[src/dtp_pkg.sv]
// constants, types and register map of the dual timer block
package dtp_pkg;
	// ----------------------------------------
	// register map
	// ----------------------------------------
	localparam logic [4:0] ADDR_TA_DATA = 5'h08;
	localparam logic [4:0] ADDR_TA_CTRL = 5'h09;
	localparam logic [4:0] ADDR_TB_HIGH = 5'h0B;
	localparam logic [4:0] ADDR_TB_LOW = 5'h0C;
	localparam logic [4:0] ADDR_TB_CTRL = 5'h0D;
	localparam logic [4:0] ADDR_MISC = 5'h0F;
	// ----------------------------------------
	// field positions
	// ----------------------------------------
	localparam int IRQ_FLAG_BIT = 7;
	localparam int SWAP_BIT = 1;
	localparam int PRE2_CLR_BIT = 2;
	localparam int PRE1_CLR_BIT = 3;
	localparam int WD_MASK_BIT = 4;
	localparam int WD_FLAG_BIT = 5;
	localparam int EXT2_MASK_BIT = 6;
	localparam int EXT2_FLAG_BIT = 7;
	// ----------------------------------------
	// widths and counts
	// ----------------------------------------
	localparam int PRE1_WIDTH = 7;
	localparam int PRE1_RATIO_W = 3;
	localparam int PRE2_WIDTH = 15;
	localparam int PRE2_RATIO_W = 4;
	localparam logic [11:0] WD_PERIOD = 12'hFFF;
	localparam logic [11:0] WD_LAST = 12'h001;
	localparam logic [7:0] TA_LAST = 8'h01;
	localparam logic [15:0] TB_LAST = 16'h0001;
	// ----------------------------------------
	// types
	// ----------------------------------------
	typedef enum logic [1:0] {SRC_INTERNAL, SRC_GATED, SRC_OFF, SRC_EDGE} dtp_src_type;
	typedef struct packed {
		logic irq_flag;
		logic irq_mask;
		logic ext_select;
		logic ext_enable;
		logic load_mode;
		logic [2:0] ratio;
	} dtp_ctla_type;
	typedef struct packed {
		logic irq_flag;
		logic irq_mask;
		logic ext_select;
		logic ext_enable;
		logic [3:0] ratio;
	} dtp_ctlb_type;
	typedef struct packed {
		logic wr;
		logic rd;
		logic [4:0] addr;
		logic [7:0] wdata;
	} dtp_bus_type;
	// ----------------------------------------
	// reset values
	// ----------------------------------------
	localparam logic [7:0] TA_RESET = 8'hFF;
	localparam logic [15:0] TB_RESET = 16'hFFFF;
	localparam logic [6:0] PRE1_RESET = 7'h7F;
	localparam logic [14:0] PRE2_RESET = 15'h7FFF;
	localparam dtp_ctla_type CTLA_RESET = 8'h40;
	localparam dtp_ctlb_type CTLB_RESET = 8'h50;
	localparam logic SWAP_RESET = 1'b0;
	localparam logic WD_MASK_RESET = 1'b1;
endpackage

[src/dtp_timer.sv]
// dual timer with two prescalers and watchdog
// Operation
// RQ1: mode clear: data write loads modulus latch and counter together
// RQ2: mode set: latch loads timer A on rising edge of gated ext2 flag
// RQ3: timer A reloads from latch on reaching zero; zero load gives 256
// RQ4: reads never disturb timer A; counter and latch reset to FF
// RQ5: software avoids loading 01 with a divide-by-one prescaler
// RQ6: timer A zero sets sticky flag; mask set at reset blocks request
// RQ7: prescaler 1 source: internal, gated pin a, none, pin a edges
// RQ8: output pin contributes port data bit, input pin its level
// RQ9: three-bit ratio field picks divide by 1 to 128, reset clear
// RQ10: low byte read captures high byte into latch read later
// RQ11: low byte write loads counter with latch as high byte
// RQ12: high byte write updates only the latch
// RQ13: software reads low then high, writes high then low
// RQ14: timer B resets all ones, counts down per tick
// RQ15: timer B zero sets sticky flag; mask set at reset blocks request
// RQ16: each timer B zero yields a one-cycle overflow pulse
// RQ17: prescaler 2 source same encoding on pin b; enable set at reset
// RQ18: four-bit ratio field picks divide by 1 to 32768, reset clear
// RQ19: prescaler 1 is seven bits, presets on reset or clear write
// RQ20: prescaler 2 is fifteen bits, presets on reset or clear write
// RQ21: a tap of ratio N gives one tick every N source events
// RQ22: watchdog counts 4095 internal cycles then sets its flag
// RQ23: writing inverse flag presets watchdog; reset sets mask
// RQ24: flag set with mask clear drives the reset line low
//
// The plain strobed port was chosen for this implementation.
`timescale 1ns/1ps
module dtp_prescaler
	import dtp_pkg::*;
#(
	parameter int WIDTH = PRE1_WIDTH,
	parameter int RATIO_W = PRE1_RATIO_W,
	parameter logic [WIDTH-1:0] PRESET = PRE1_RESET
) (
	input wire logic sys_clk_i,
	input wire logic rstn_i,
	input wire logic clear_i,
	input wire dtp_src_type src_i,
	input wire logic gate_i,
	input wire logic rise_i,
	input wire logic [RATIO_W-1:0] ratio_i,
	output logic tick_o
);
	logic [WIDTH-1:0] cnt_reg;
	logic [WIDTH-1:0] cnt_next;
	logic [WIDTH-1:0] tap_mask;
	logic tick_next;
	logic event_hit;

	if (WIDTH != 2 ** RATIO_W - 1) begin
		$error("prescaler width must equal 2**RATIO_W - 1");
	end

	always_comb begin
		unique case (src_i) // see RQ7, RQ17
			SRC_INTERNAL: event_hit = 1'b1;
			SRC_GATED: event_hit = gate_i;
			SRC_OFF: event_hit = 1'b0;
			SRC_EDGE: event_hit = rise_i;
		endcase
		for (int i = 0; i < WIDTH; i++) begin
			tap_mask[i] = (i < int'(ratio_i)); // see RQ9, RQ18
		end
		// low k bits all zero once per 2**k events
		tick_next = event_hit && !clear_i && ((cnt_reg & tap_mask) == '0); // see RQ21
		cnt_next = cnt_reg;
		if (clear_i) begin
			cnt_next = PRESET; // see RQ19, RQ20
		end else if (event_hit) begin
			cnt_next = cnt_reg - 1'b1;
		end
	end

	always_ff @(posedge sys_clk_i) begin
		if (!rstn_i) begin
			cnt_reg <= PRESET;
			tick_o <= 1'b0;
		end else begin
			cnt_reg <= cnt_next;
			tick_o <= tick_next;
		end
	end
endmodule

module dtp_timer
	import dtp_pkg::*;
(
	input wire logic sys_clk_i,
	input wire logic rstn_i,
	input wire dtp_bus_type bus_i,
	output logic [7:0] rdata_o,
	input wire logic [1:0] event_pin_i,
	input wire logic [1:0] event_dir_i,
	input wire logic [1:0] event_data_i,
	input wire logic ext2_irq_flag_i,
	input wire logic ext2_irq_mask_i,
	output logic a_irq_req_o,
	output logic b_irq_req_o,
	output logic b_overflow_o,
	output logic wd_reset_n_o
);
	// ----------------------------------------
	// state
	// ----------------------------------------
	logic [1:0] pin_s1_reg, pin_s2_reg, pin_s3_reg, pin_lvl_reg, src_prev_reg;
	logic [1:0] pin_lvl_next, pin_src, pin_rise;
	logic ext2_prev_reg;
	logic ext2_rise;
	logic [7:0] ta_cnt_reg, ta_cnt_next, ta_latch_reg, ta_latch_next;
	logic [15:0] tb_cnt_reg, tb_cnt_next;
	logic [7:0] tb_pipe_reg, tb_pipe_next;
	dtp_ctla_type ctla_reg, ctla_next;
	dtp_ctlb_type ctlb_reg, ctlb_next;
	logic swap_reg, swap_next, wd_mask_reg, wd_mask_next;
	logic wd_flag_reg, wd_flag_next;
	logic [11:0] wd_cnt_reg, wd_cnt_next;
	logic [7:0] rdata_next;
	logic a_irq_next, b_irq_next, b_ovf_next, wd_rst_n_next;
	logic wr_ta, wr_ctla, wr_tbh, wr_tbl, wr_ctlb, wr_misc, rd_tbl;
	logic p1_tick, p2_tick, a_tick, b_tick;
	logic ta_zero, tb_zero, ta_ext_load, wd_timeout, wd_abort;

	// ----------------------------------------
	// pin conditioning
	// ----------------------------------------
	always_comb begin
		// a level counts once the second and third stages agree
		pin_lvl_next = (pin_s2_reg & ~(pin_s2_reg ^ pin_s3_reg))
			| (pin_lvl_reg & (pin_s2_reg ^ pin_s3_reg));
		pin_src = (event_dir_i & event_data_i) | (~event_dir_i & pin_lvl_reg); // see RQ8
		pin_rise = pin_src & ~src_prev_reg;
		ext2_rise = ext2_irq_flag_i && ext2_irq_mask_i && !ext2_prev_reg;
	end

	// ----------------------------------------
	// bus decode
	// ----------------------------------------
	always_comb begin
		wr_ta = bus_i.wr && bus_i.addr == ADDR_TA_DATA;
		wr_ctla = bus_i.wr && bus_i.addr == ADDR_TA_CTRL;
		wr_tbh = bus_i.wr && bus_i.addr == ADDR_TB_HIGH;
		wr_tbl = bus_i.wr && bus_i.addr == ADDR_TB_LOW;
		wr_ctlb = bus_i.wr && bus_i.addr == ADDR_TB_CTRL;
		wr_misc = bus_i.wr && bus_i.addr == ADDR_MISC;
		rd_tbl = bus_i.rd && bus_i.addr == ADDR_TB_LOW;
	end

	// ----------------------------------------
	// prescalers
	// ----------------------------------------
	dtp_prescaler #(
		.WIDTH(PRE1_WIDTH),
		.RATIO_W(PRE1_RATIO_W),
		.PRESET(PRE1_RESET)
	) u_pre1 (
		.sys_clk_i(sys_clk_i),
		.rstn_i(rstn_i),
		.clear_i(wr_misc && bus_i.wdata[PRE1_CLR_BIT]), // see RQ19
		.src_i(dtp_src_type'({ctla_reg.ext_select, ctla_reg.ext_enable})), // see RQ7
		.gate_i(pin_src[0]),
		.rise_i(pin_rise[0]),
		.ratio_i(ctla_reg.ratio),
		.tick_o(p1_tick)
	);

	dtp_prescaler #(
		.WIDTH(PRE2_WIDTH),
		.RATIO_W(PRE2_RATIO_W),
		.PRESET(PRE2_RESET)
	) u_pre2 (
		.sys_clk_i(sys_clk_i),
		.rstn_i(rstn_i),
		.clear_i(wr_misc && bus_i.wdata[PRE2_CLR_BIT]), // see RQ20
		.src_i(dtp_src_type'({ctlb_reg.ext_select, ctlb_reg.ext_enable})), // see RQ17
		.gate_i(pin_src[1]),
		.rise_i(pin_rise[1]),
		.ratio_i(ctlb_reg.ratio),
		.tick_o(p2_tick)
	);

	// ----------------------------------------
	// timers and watchdog
	// ----------------------------------------
	always_comb begin
		a_tick = swap_reg ? p2_tick : p1_tick; // see RQ19, RQ20
		b_tick = swap_reg ? p1_tick : p2_tick;
		ta_ext_load = ext2_rise && ctla_reg.load_mode; // see RQ2
		// timer A: reaching zero reloads at once, so zero is held only after a load of 00
		ta_zero = a_tick && ta_cnt_reg == TA_LAST;
		ta_cnt_next = ta_cnt_reg;
		ta_latch_next = ta_latch_reg;
		if (ta_zero) begin
			ta_cnt_next = ta_latch_reg; // see RQ3
		end else if (a_tick) begin
			ta_cnt_next = ta_cnt_reg - 8'h01;
		end
		if (wr_ta) begin
			ta_latch_next = bus_i.wdata;
			if (!ctla_reg.load_mode) begin
				ta_cnt_next = bus_i.wdata; // see RQ1
			end
		end
		if (ta_ext_load) begin
			ta_cnt_next = ta_latch_reg; // see RQ2
		end
		ctla_next = ctla_reg;
		if (wr_ctla) begin
			ctla_next = dtp_ctla_type'(bus_i.wdata);
		end
		// set wins over a same-cycle clear
		ctla_next.irq_flag = ta_zero
			|| (ctla_reg.irq_flag && !(wr_ctla && !bus_i.wdata[IRQ_FLAG_BIT])); // see RQ6
		a_irq_next = ctla_next.irq_flag && !ctla_next.irq_mask; // see RQ6

		// timer B: a low-byte write beats a same-cycle tick
		tb_zero = b_tick && tb_cnt_reg == TB_LAST && !wr_tbl;
		tb_cnt_next = tb_cnt_reg;
		tb_pipe_next = tb_pipe_reg;
		if (b_tick) begin
			tb_cnt_next = tb_cnt_reg - 16'h0001; // see RQ14
		end
		if (rd_tbl) begin
			tb_pipe_next = tb_cnt_reg[15:8]; // see RQ10
		end
		if (wr_tbh) begin
			tb_pipe_next = bus_i.wdata; // see RQ12
		end
		if (wr_tbl) begin
			tb_cnt_next = {tb_pipe_reg, bus_i.wdata}; // see RQ11
		end
		ctlb_next = ctlb_reg;
		if (wr_ctlb) begin
			ctlb_next = dtp_ctlb_type'(bus_i.wdata);
		end
		ctlb_next.irq_flag = tb_zero
			|| (ctlb_reg.irq_flag && !(wr_ctlb && !bus_i.wdata[IRQ_FLAG_BIT])); // see RQ15
		b_irq_next = ctlb_next.irq_flag && !ctlb_next.irq_mask; // see RQ15
		b_ovf_next = tb_zero; // see RQ16

		// miscellaneous control and watchdog
		swap_next = wr_misc ? bus_i.wdata[SWAP_BIT] : swap_reg;
		wd_mask_next = wr_misc ? bus_i.wdata[WD_MASK_BIT] : wd_mask_reg;
		wd_timeout = wd_cnt_reg == WD_LAST; // see RQ22
		wd_abort = wr_misc && (bus_i.wdata[WD_FLAG_BIT] != wd_flag_reg); // see RQ23
		wd_cnt_next = (wd_timeout || wd_abort) ? WD_PERIOD : wd_cnt_reg - 12'h001;
		wd_flag_next = wd_timeout
			|| (wd_flag_reg && !(wr_misc && !bus_i.wdata[WD_FLAG_BIT])); // see RQ22
		wd_rst_n_next = !(wd_flag_next && !wd_mask_next); // see RQ24

		// read data; only the low-byte read has a side effect
		rdata_next = 8'h00;
		if (bus_i.rd) begin
			unique case (bus_i.addr)
				ADDR_TA_DATA: rdata_next = ta_cnt_reg; // see RQ4
				ADDR_TA_CTRL: rdata_next = ctla_reg;
				ADDR_TB_HIGH: rdata_next = tb_pipe_reg; // see RQ10
				ADDR_TB_LOW: rdata_next = tb_cnt_reg[7:0];
				ADDR_TB_CTRL: rdata_next = ctlb_reg;
				ADDR_MISC: rdata_next = {ext2_irq_flag_i, ext2_irq_mask_i, wd_flag_reg,
					wd_mask_reg, 2'b00, swap_reg, 1'b0};
				default: rdata_next = 8'h00;
			endcase
		end
	end

	// ----------------------------------------
	// registers
	// ----------------------------------------
	always_ff @(posedge sys_clk_i) begin
		if (!rstn_i) begin
			pin_s1_reg <= 2'h0;
			pin_s2_reg <= 2'h0;
			pin_s3_reg <= 2'h0;
			pin_lvl_reg <= 2'h0;
			src_prev_reg <= 2'h0;
			ext2_prev_reg <= 1'b0;
			ta_cnt_reg <= TA_RESET; // see RQ4
			ta_latch_reg <= TA_RESET;
			tb_cnt_reg <= TB_RESET; // see RQ14
			tb_pipe_reg <= TB_RESET[15:8];
			ctla_reg <= CTLA_RESET; // see RQ6, RQ7, RQ9
			ctlb_reg <= CTLB_RESET; // see RQ15, RQ17, RQ18
			swap_reg <= SWAP_RESET;
			wd_mask_reg <= WD_MASK_RESET; // see RQ23
			wd_flag_reg <= 1'b0;
			wd_cnt_reg <= WD_PERIOD;
			rdata_o <= 8'h00;
			a_irq_req_o <= 1'b0;
			b_irq_req_o <= 1'b0;
			b_overflow_o <= 1'b0;
			wd_reset_n_o <= 1'b1;
		end else begin
			pin_s1_reg <= event_pin_i;
			pin_s2_reg <= pin_s1_reg;
			pin_s3_reg <= pin_s2_reg;
			pin_lvl_reg <= pin_lvl_next;
			src_prev_reg <= pin_src;
			ext2_prev_reg <= ext2_irq_flag_i && ext2_irq_mask_i;
			ta_cnt_reg <= ta_cnt_next;
			ta_latch_reg <= ta_latch_next;
			tb_cnt_reg <= tb_cnt_next;
			tb_pipe_reg <= tb_pipe_next;
			ctla_reg <= ctla_next;
			ctlb_reg <= ctlb_next;
			swap_reg <= swap_next;
			wd_mask_reg <= wd_mask_next;
			wd_flag_reg <= wd_flag_next;
			wd_cnt_reg <= wd_cnt_next;
			rdata_o <= rdata_next;
			a_irq_req_o <= a_irq_next;
			b_irq_req_o <= b_irq_next;
			b_overflow_o <= b_ovf_next;
			wd_reset_n_o <= wd_rst_n_next;
		end
	end
endmodule

[config.mk]
export PLATFORM = sky130hd
export DESIGN_NAME = dtp_timer
export DESIGN_NICKNAME = d
export VERILOG_FILES = /design/src/dtp_pkg.sv /design/src/dtp_timer.sv
export SDC_FILE = /design/constraint.sdc
export NUM_CORES = 1
export LEC_CHECK = 0
export ABC_AREA = 1
export BUFFER_PORTS_ARGS = -buffer_cell sky130_fd_sc_hd__buf_2
export CORE_MARGIN = 3
export CORE_UTILIZATION = 50
export CTS_CLUSTER_DIAMETER = 120
export DETAILED_ROUTE_END_ITERATION = 8
export MAX_ROUTING_LAYER = met4
export PLACE_DENSITY = 0.75
export SYNTH_ARGS = -nofsm -noshare
export SYNTH_HDL_FRONTEND = slang
export SYNTH_SLANG_ARGS = --single-unit
[constraint.sdc]
create_clock -name sys_clk_i -period 1.4 [get_ports sys_clk_i]
set_input_delay 0.07 -clock sys_clk_i [delete_from_list [all_inputs] [get_ports sys_clk_i]]
set_output_delay 0.07 -clock sys_clk_i [all_outputs]
set_load 0.005 [all_outputs]
==> results.md, run 1 <==
- Congestion Overflow GR: 0
- Max VDD drop: 830.0 uV
- Syn Area/Cell: 6.435 um^2
- Critical path required time: between 1.5 and 2 ns
- DR DRC count: 0
- Fin crit share: 95.99%
- Initial antenna violation count: 1
- Synthesized cell area: 0.006210 mm^2
- Area share of the largest cell type after synthesis: a little under two fifths
- Area grow syn2layout: 26.96%
- Final Max Slew Viols: 0
- WP data arrival: 1.65 ns
- TritonCTS Buffers: 17
- Clk buf depth: 2
- Crit-path cells: inv_2 > ha_4 > inv_1 > nor2_2 > nand3_2 > nor2_4 > xor2_1 > nand2_1
- Int Pwr: 6.824 mW
- Routed length per placed instance: 13.59 um
- Max-cap violations: 0
- Multi-input gate area: 0.003307 mm^2
- Leak: 3.884 nW
- Storage element area: 0.002369 mm^2
- Post-DRT Antenna Nets: 0
- Post-Synth Simple-Gate Area: 35.89%
- Syn Inst Count: 965
- RSZ-0062 raised after global routing: true
- DR vias: about 6500
- Final Hold Viols: 0
- Total wire length: 17.14 mm
- Vias in the first global route: 5832
- Root Buffer: clkbuf_16
- WP buf/inv: 2
- CP Capture Type: flip-flop
- # rows: 40
- Synth area leaders: dfxtp_1, nand2_1, inv_1
- Crit path max fanout: 3
- Total power: 8.947 mW
- Comb pwr share: about a tenth
- Ys flop type: dfxtp_1
- CORE AREA: around 0.012 mm^2
- HPWL Detailed: 12.55 mm
- Buffers on Ports: 36
- Ports: 37
- CP max stage delay: 0.33 ns
- Critical Path Start Type: flip-flop
- Yosys cell types: 34
- Area leader, netlist: dfxtp_1
- TritonRoute pass-1 iters: 5
- Total power divided by cell area: 1135 mW/mm^2
- Fraction of layout cells with a size suffix above 1: 16.85%
- Sequential power share: 40.2%
- Max_slew headroom: 77.46%
- Adder-cell share of the synthesized area: between 1.5 and 2%
- CTS tree: done
- Mux cell area share after synthesis: 0%
- Hold crit path type: primary input to flip-flop
- Number of flip-flops in the largest register: 16
- Global-route wire length before repair: between 20 and 30 mm
- Yosys warnings: 0
- Fmax: about 740 MHz
- Final hold slack: around 0.0057 ns
- Initial Util: 51.48%
- Clock sink count: 118
- Seq/Total Area, Yosys: 38.04%
- Largest family of logic cells by synthesized area: simple AND/OR/NAND/NOR gates
- Tmin final: 1.344 ns
- Ys async rst share: 0%
- # nets final: roughly 1100
- Full die area: 0.01379 mm^2
- Status: completed
- Fillers: 1077
- GRT Resource Usage Total: between 20% and 30%
- Synthesis-stage register bit count: 118
- Skew final: 0.004288 ns
- Largest net degree at the start of global routing: 25
- Switch Pwr: 2.123 mW
- Clock Latency Late Sink: 0.41 ns
- Switching Share: a little under a quarter
- Die Span X: 117.4 um
- Vias per std cell: 5.128
- Synthesized net count: 998
- Top Family by Delay on Critical Path: simple AND/OR/NAND/NOR gates
- Worst-path clk slew: 0.05 ns
- Compound-Gate Fraction of Synth Area: around 12%
- Routability cong.: 0.9695
- Worst slew pin tran: approximately 0.33 ns
- Chip height: 117.4 um
- CTS H-tree lvls: 4
- Critical path class: flip-flop to flip-flop
- DR iter-0 viols: about 600
- Setup violations, final: 0
- Crit-path slowest cell: dfxtp_2
- Post-synthesis xor/xnor area fraction: approximately 1.8%
- Number of synthesized flops with an enable pin: 0
- Clock power frac: between 40% and 50%
## cell type report
type / instances / area share (%)
Clock buffer: 24 / 6.237
Timing Repair Buffer: 117 / 10.95
Tap cell: 168 / 2.666
Antenna cell: 1 / 0.03174
Multi-Input combinational cell: 688 / 41.95
Inverter: 137 / 6.602
Clock inverter: 8 / 1.524
Sequential cell: 118 / 30.04
## cells in the final DEF (no fill, tap or decap), types with 3 or more instances in the layout
master         netlist  layout
nand3_2              2       4
nor2_1             113     103
nor3_1               6       5
nand3_1             93      91
nand2_1            273     272
clkbuf_16            0      17
o21ai_0             75      73
clkbuf_1             8       3
inv_1              132     130
ha_1                 8       5
o22ai_1              4       4
buf_4                1      64
xnor2_1              4       4
nor2_4               2       5
dfxtp_1            118     113
nand4_1             15      15
xor2_1               9       9
inv_2                4       4
clkinv_2             0       4
dlygate4sd3_1        0      12
a21oi_1             39      39
buf_2               11      36
nor2_2               4      11
clkbuf_8             0       4
bufinv_16            0       3
o21ai_1              2       3
nand3b_1             3       3
dfxtp_2              0       5
nand2_2              7       8
buf_12               0       3
o211ai_1            19      19
## metal layers
metal / GRT usage, % / vias up / wire [um] / share of wire [%]
met2: 39.56 / 225 / 7899 / 46
met4: 9.824 / 0 / 407 / 2.4
met3: 5.641 / 32 / 1072 / 6.3
met5: - / - / 0 / 0
met1: 32.51 / 2895 / 7756 / 45
li1: - / 3315 / - / -
## cell usage after synthesis (all sizes together), types with 4 or more instances
cell type  count
dfxtp        118
nand2        281
o211ai        19
inv          136
o22ai          4
xnor2          4
xor2           9
o21ai         77
buf           14
clkbuf         8
nand3         95
ha             8
nand4         15
a21oi         39
nor2         119
nor3           8
## metrics by stage
step           instances  setup slack (ns)  util, %  setup TNS, ns  cell area (um^2)
6_report            1261           0.05608    65.36              0              7884
5_1_grt             1261          -0.02252    65.36       -0.09413              7884
4_1_cts             1257         0.0007135    64.28              0              7754
3_5_place_dp        1213           -0.1213    58.18        -0.5617              7018
3_3_place_gp        1213          -0.05245    58.18        -0.2109              7018
2_1_floorplan        965           0.04235        -              0              6210
## worst min-delay path, cell delays in order
cell	delay (ns)
buf_2	0.08
inv_1	0.03
nand2_1	0.06
o21ai_2	0.07
nor2_1	0.07
## power groups by stage
stage | logic, mW | clock network, mW | registers (mW)
after floorplan | 0.494 | 0 | 3.65
after global placement | 0.801 | 0 | 3.66
after detailed placement | 0.813 | 0 | 3.66
after CTS | 0.847 | 4.52 | 3.59
after global routing | 0.993 | 4.67 | 3.61
final | 0.883 | 4.46 | 3.60
## final timing paths
kind	from	end	slack, ns	cells past startpoint
worst max-delay path	wd_cnt_reg[0]$_SDFF_PP1_	wd_cnt_reg[8]$_SDFF_PP1_	0.06	8
worst min-delay path	event_data_i[0]	src_prev_reg[0]$_SDFF_PN0_	0.006	5
worst min register to register	pin_s1_reg[0]$_SDFF_PN0_	pin_s2_reg[0]$_SDFF_PN0_	0.42	2
worst max register to register	wd_cnt_reg[0]$_SDFF_PP1_	wd_cnt_reg[8]$_SDFF_PP1_	0.06	8
## cells by family after synthesis
group | after synthesis
buf+inv | 159
compound gates | 143
simple gates | 524
flops | 118
fa+ha+maj | 8
xor+xnor | 13
## timing repair
item	in CTS	in global routing
hold buffers	12	0
endpoints found under the hold margin	11	0
gates resized for setup	3	36
pin swaps	0	5
gates cloned	0	1
endpoints found under the setup margin	8	44
setup buffers	0	2
No activity file was read; power rests on OpenSTA's default activity.
==> run 2: changes to the inputs <==
CORE_UTILIZATION = 40   (was 50)
PLACE_DENSITY = 0.63   (was 0.75)
==> run 2 against run 1 <==
Via count shrank 0.68%. Die area grew 24%. Sequential share of layout area fell by 0.24 points. Sequential cell count did not move. Final cell count grew 1.1%. Power shrank 0.77%. Critical path depth decreased by 1. Combinational power rose by 0.9%. Critical endpoint is now wd_cnt_reg[10]$_SDFF_PP1_. Largest cell class unchanged. Largest power group unchanged.
==> results.md, run 2 (synthesis results as in run 1) <==
- CTS tree: done (unchanged)
- Final Hold Viols: 0 (unchanged)
- TritonCTS Buffers: 17 (unchanged)
- Crit-path cells: or2_4 > nor2_2 > nand4_1 > nand2_2 > nor2_4 > buf_6 > nand3_1 (was inv_2 > ha_4 > inv_1 > nor2_2 > nand3_2 > nor2_4 > xor2_1 > nand2_1)
- Largest net degree at the start of global routing: 22 (was 25)
- Critical path required time: 1.76 ns (was 1.70 ns)
- CP max stage delay: 0.32 ns (was 0.33 ns)
- Routability cong.: 0.8970 (was 0.9695)
- Setup violations, final: 0 (unchanged)
- DR vias: 6423 (was 6467)
- Worst-path clk slew: 0.05 ns (about the same)
- CORE AREA: 0.01486 mm^2 (was 0.01206 mm^2)
- Final std cells w/o fill: 1275 (was 1261)
- Most frequent cells in the layout: nand2_1, inv_1, dfxtp_1 (unchanged)
- Congestion Overflow GR: 0 (unchanged)
- Clock Latency Late Sink: 0.42 ns (was 0.41 ns)
- Worst slew pin tran: 0.3349 ns (was 0.3345 ns)
- Ports: 37 (unchanged)
- Global-route wire length before repair: 29.59 mm (was 28.02 mm)
- Final core area utilization: 53.46% (was 65.36%)
- Critical path class: flip-flop to flip-flop (unchanged)
- Max VDD drop: 862.4 uV (was 830.0 uV)
- TritonRoute pass-1 iters: 5 (unchanged)
- WP data arrival: 1.71 ns (was 1.65 ns)
- RSZ-0062 raised after global routing: true (unchanged)
- Root Buffer: clkbuf_16 (unchanged)
- Status: completed (unchanged)
- Max_slew headroom: 77.60% (was 77.46%)
- Critical Path Start Type: flip-flop (unchanged)
- Area grow syn2layout: 27.97% (was 26.96%)
- Vias per std cell: 5.038 (was 5.128)
- Fillers: 1474 (was 1077)
- # rows: 44 (was 40)
- Leading cell type in the layout, fill and taps excluded: nand2_1 (unchanged)
- Max-cap violations: 0 (unchanged)
- Vias in the first global route: 6038 (was 5832)
- Antenna diodes: 0 (was 1)
- Clk buf depth: 2 (unchanged)
- Crit-path slowest cell: dfxtp_1 (was dfxtp_2)
- GRT Resource Usage Total: 22.73% (was 25.45%)
- DR iter-0 viols: 469 (was 598)
- Leak: 3.880 nW (was 3.884 nW)
- Fmax: 743.8 MHz (was 744.1 MHz)
- Total power divided by cell area: 1117 mW/mm^2 (was 1135 mW/mm^2)
- Initial antenna violation count: 0 (was 1)
- Clock sink count: 118 (unchanged)
- Buffers on Ports: 36 (unchanged)
- Fin crit share: 96.03% (was 95.99%)
- Total wire length: 18.17 mm (was 17.14 mm)
- Crit path max fanout: 6 (was 3)
- Worst Setup Slack post-DPL: -0.04240 ns (was -0.1213 ns)
- Die Span X: 130.6 um (was 117.4 um)
- Fraction of layout cells with a size suffix above 1: 18.33% (was 16.85%)
- Skew final: 0.006538 ns (was 0.004288 ns)
- DR DRC count: 0 (unchanged)
- Tmin final: 1.344 ns (about the same)
- Full die area: 0.01706 mm^2 (was 0.01379 mm^2)
- Final Max Slew Viols: 0 (unchanged)
- Number of flip-flops in the largest register: 16 (unchanged)
- Chip height: 130.6 um (was 117.4 um)
- Routed length per placed instance: 14.25 um (was 13.59 um)
- # nets final: 1112 (unchanged)
- HPWL Detailed: 13.34 mm (was 12.55 mm)
- CP Capture Type: flip-flop (unchanged)
- CTS H-tree lvls: 4 (unchanged)
- Post-DRT Antenna Nets: 0 (unchanged)
- Hold crit path type: primary input to flip-flop (unchanged)
- Placed instance count: 1227 (was 1213)
- Fin worst setup slack: 0.05555 ns (was 0.05608 ns)
- Initial Util: 41.78% (was 51.48%)
-- run 2: what timing repair did --
| item | in CTS | in global routing |
|---|---|---|
| resized for setup | 5 | 66 |
| pin swaps | 0 | 13 |
| buffers inserted | 0 | 1 |
| setup endpoints to repair | 7 | 55 |
| hold buffers | 12 | 1 |
| endpoints found under the hold margin | 11 | 1 |
| cloned | 0 | 3 |
-- run 2: path summary, 6_finish.rpt --
kind | from | to | cells after the start | slack (ns)
hold / removal | event_data_i[0] | src_prev_reg[0]$_SDFF_PN0_ | 5 | 0.005
setup / recovery | wd_cnt_reg[7]$_SDFF_PP1_ | wd_cnt_reg[10]$_SDFF_PP1_ | 7 | 0.06
hold reg to reg | pin_s1_reg[0]$_SDFF_PN0_ | pin_s2_reg[0]$_SDFF_PN0_ | 2 | 0.41
setup reg to reg | wd_cnt_reg[7]$_SDFF_PP1_ | wd_cnt_reg[10]$_SDFF_PP1_ | 7 | 0.06
-- run 2: stage by stage --
stage                     hold slack [ns]  total power, mW  setup TNS, ns  cell area (um^2)
after floorplan                    0.1676            4.140              0              6210
after global placement             0.2524            4.469       -0.06145              6998
after detailed placement           0.2571            4.483        -0.1334              6998
after CTS                        0.004210            8.908     -0.0006261              7725
after global routing              0.02642            9.248       -0.02082              7946
final                            0.005442            8.878              0              7946
-- run 2: layout make-up --
type	instances	area (um^2)	share of cell area [%]
clock inverters	8	96.34	1.212
well taps	184	230.2	2.897
flip-flops and latches	118	2369	29.81
repair buffers	115	829.5	10.44
clock buffers	23	498.0	6.267
multi-input cells	688	3388	42.64
repair inverters	2	12.51	0.1575
inverters	137	523.0	6.582
-- run 2: where the power goes --
group / internal, mW / switching (mW) / leakage (nW)
Combinational: 0.349 / 0.541 / 2.62
Sequential: 3.49 / 0.118 / 0.963
Clock: 2.83 / 1.54 / 0.295
-- run 2: worst max-delay path, delay by kind of cell, from the launching register on --
kind | cells | cell delay, ns
DFF | 1 | 0.32
buffers and inverters | 1 | 0.15
and+or+nand+nor | 6 | 0.81
-- run 2: layer usage --
metal,vias up,track usage (%),share of wire (%)
met1,2906,28.99,47
met5,-,-,0
li1,3314,-,-
met2,180,35.12,45
met3,23,6.382,6.1
met4,0,7.018,1.8
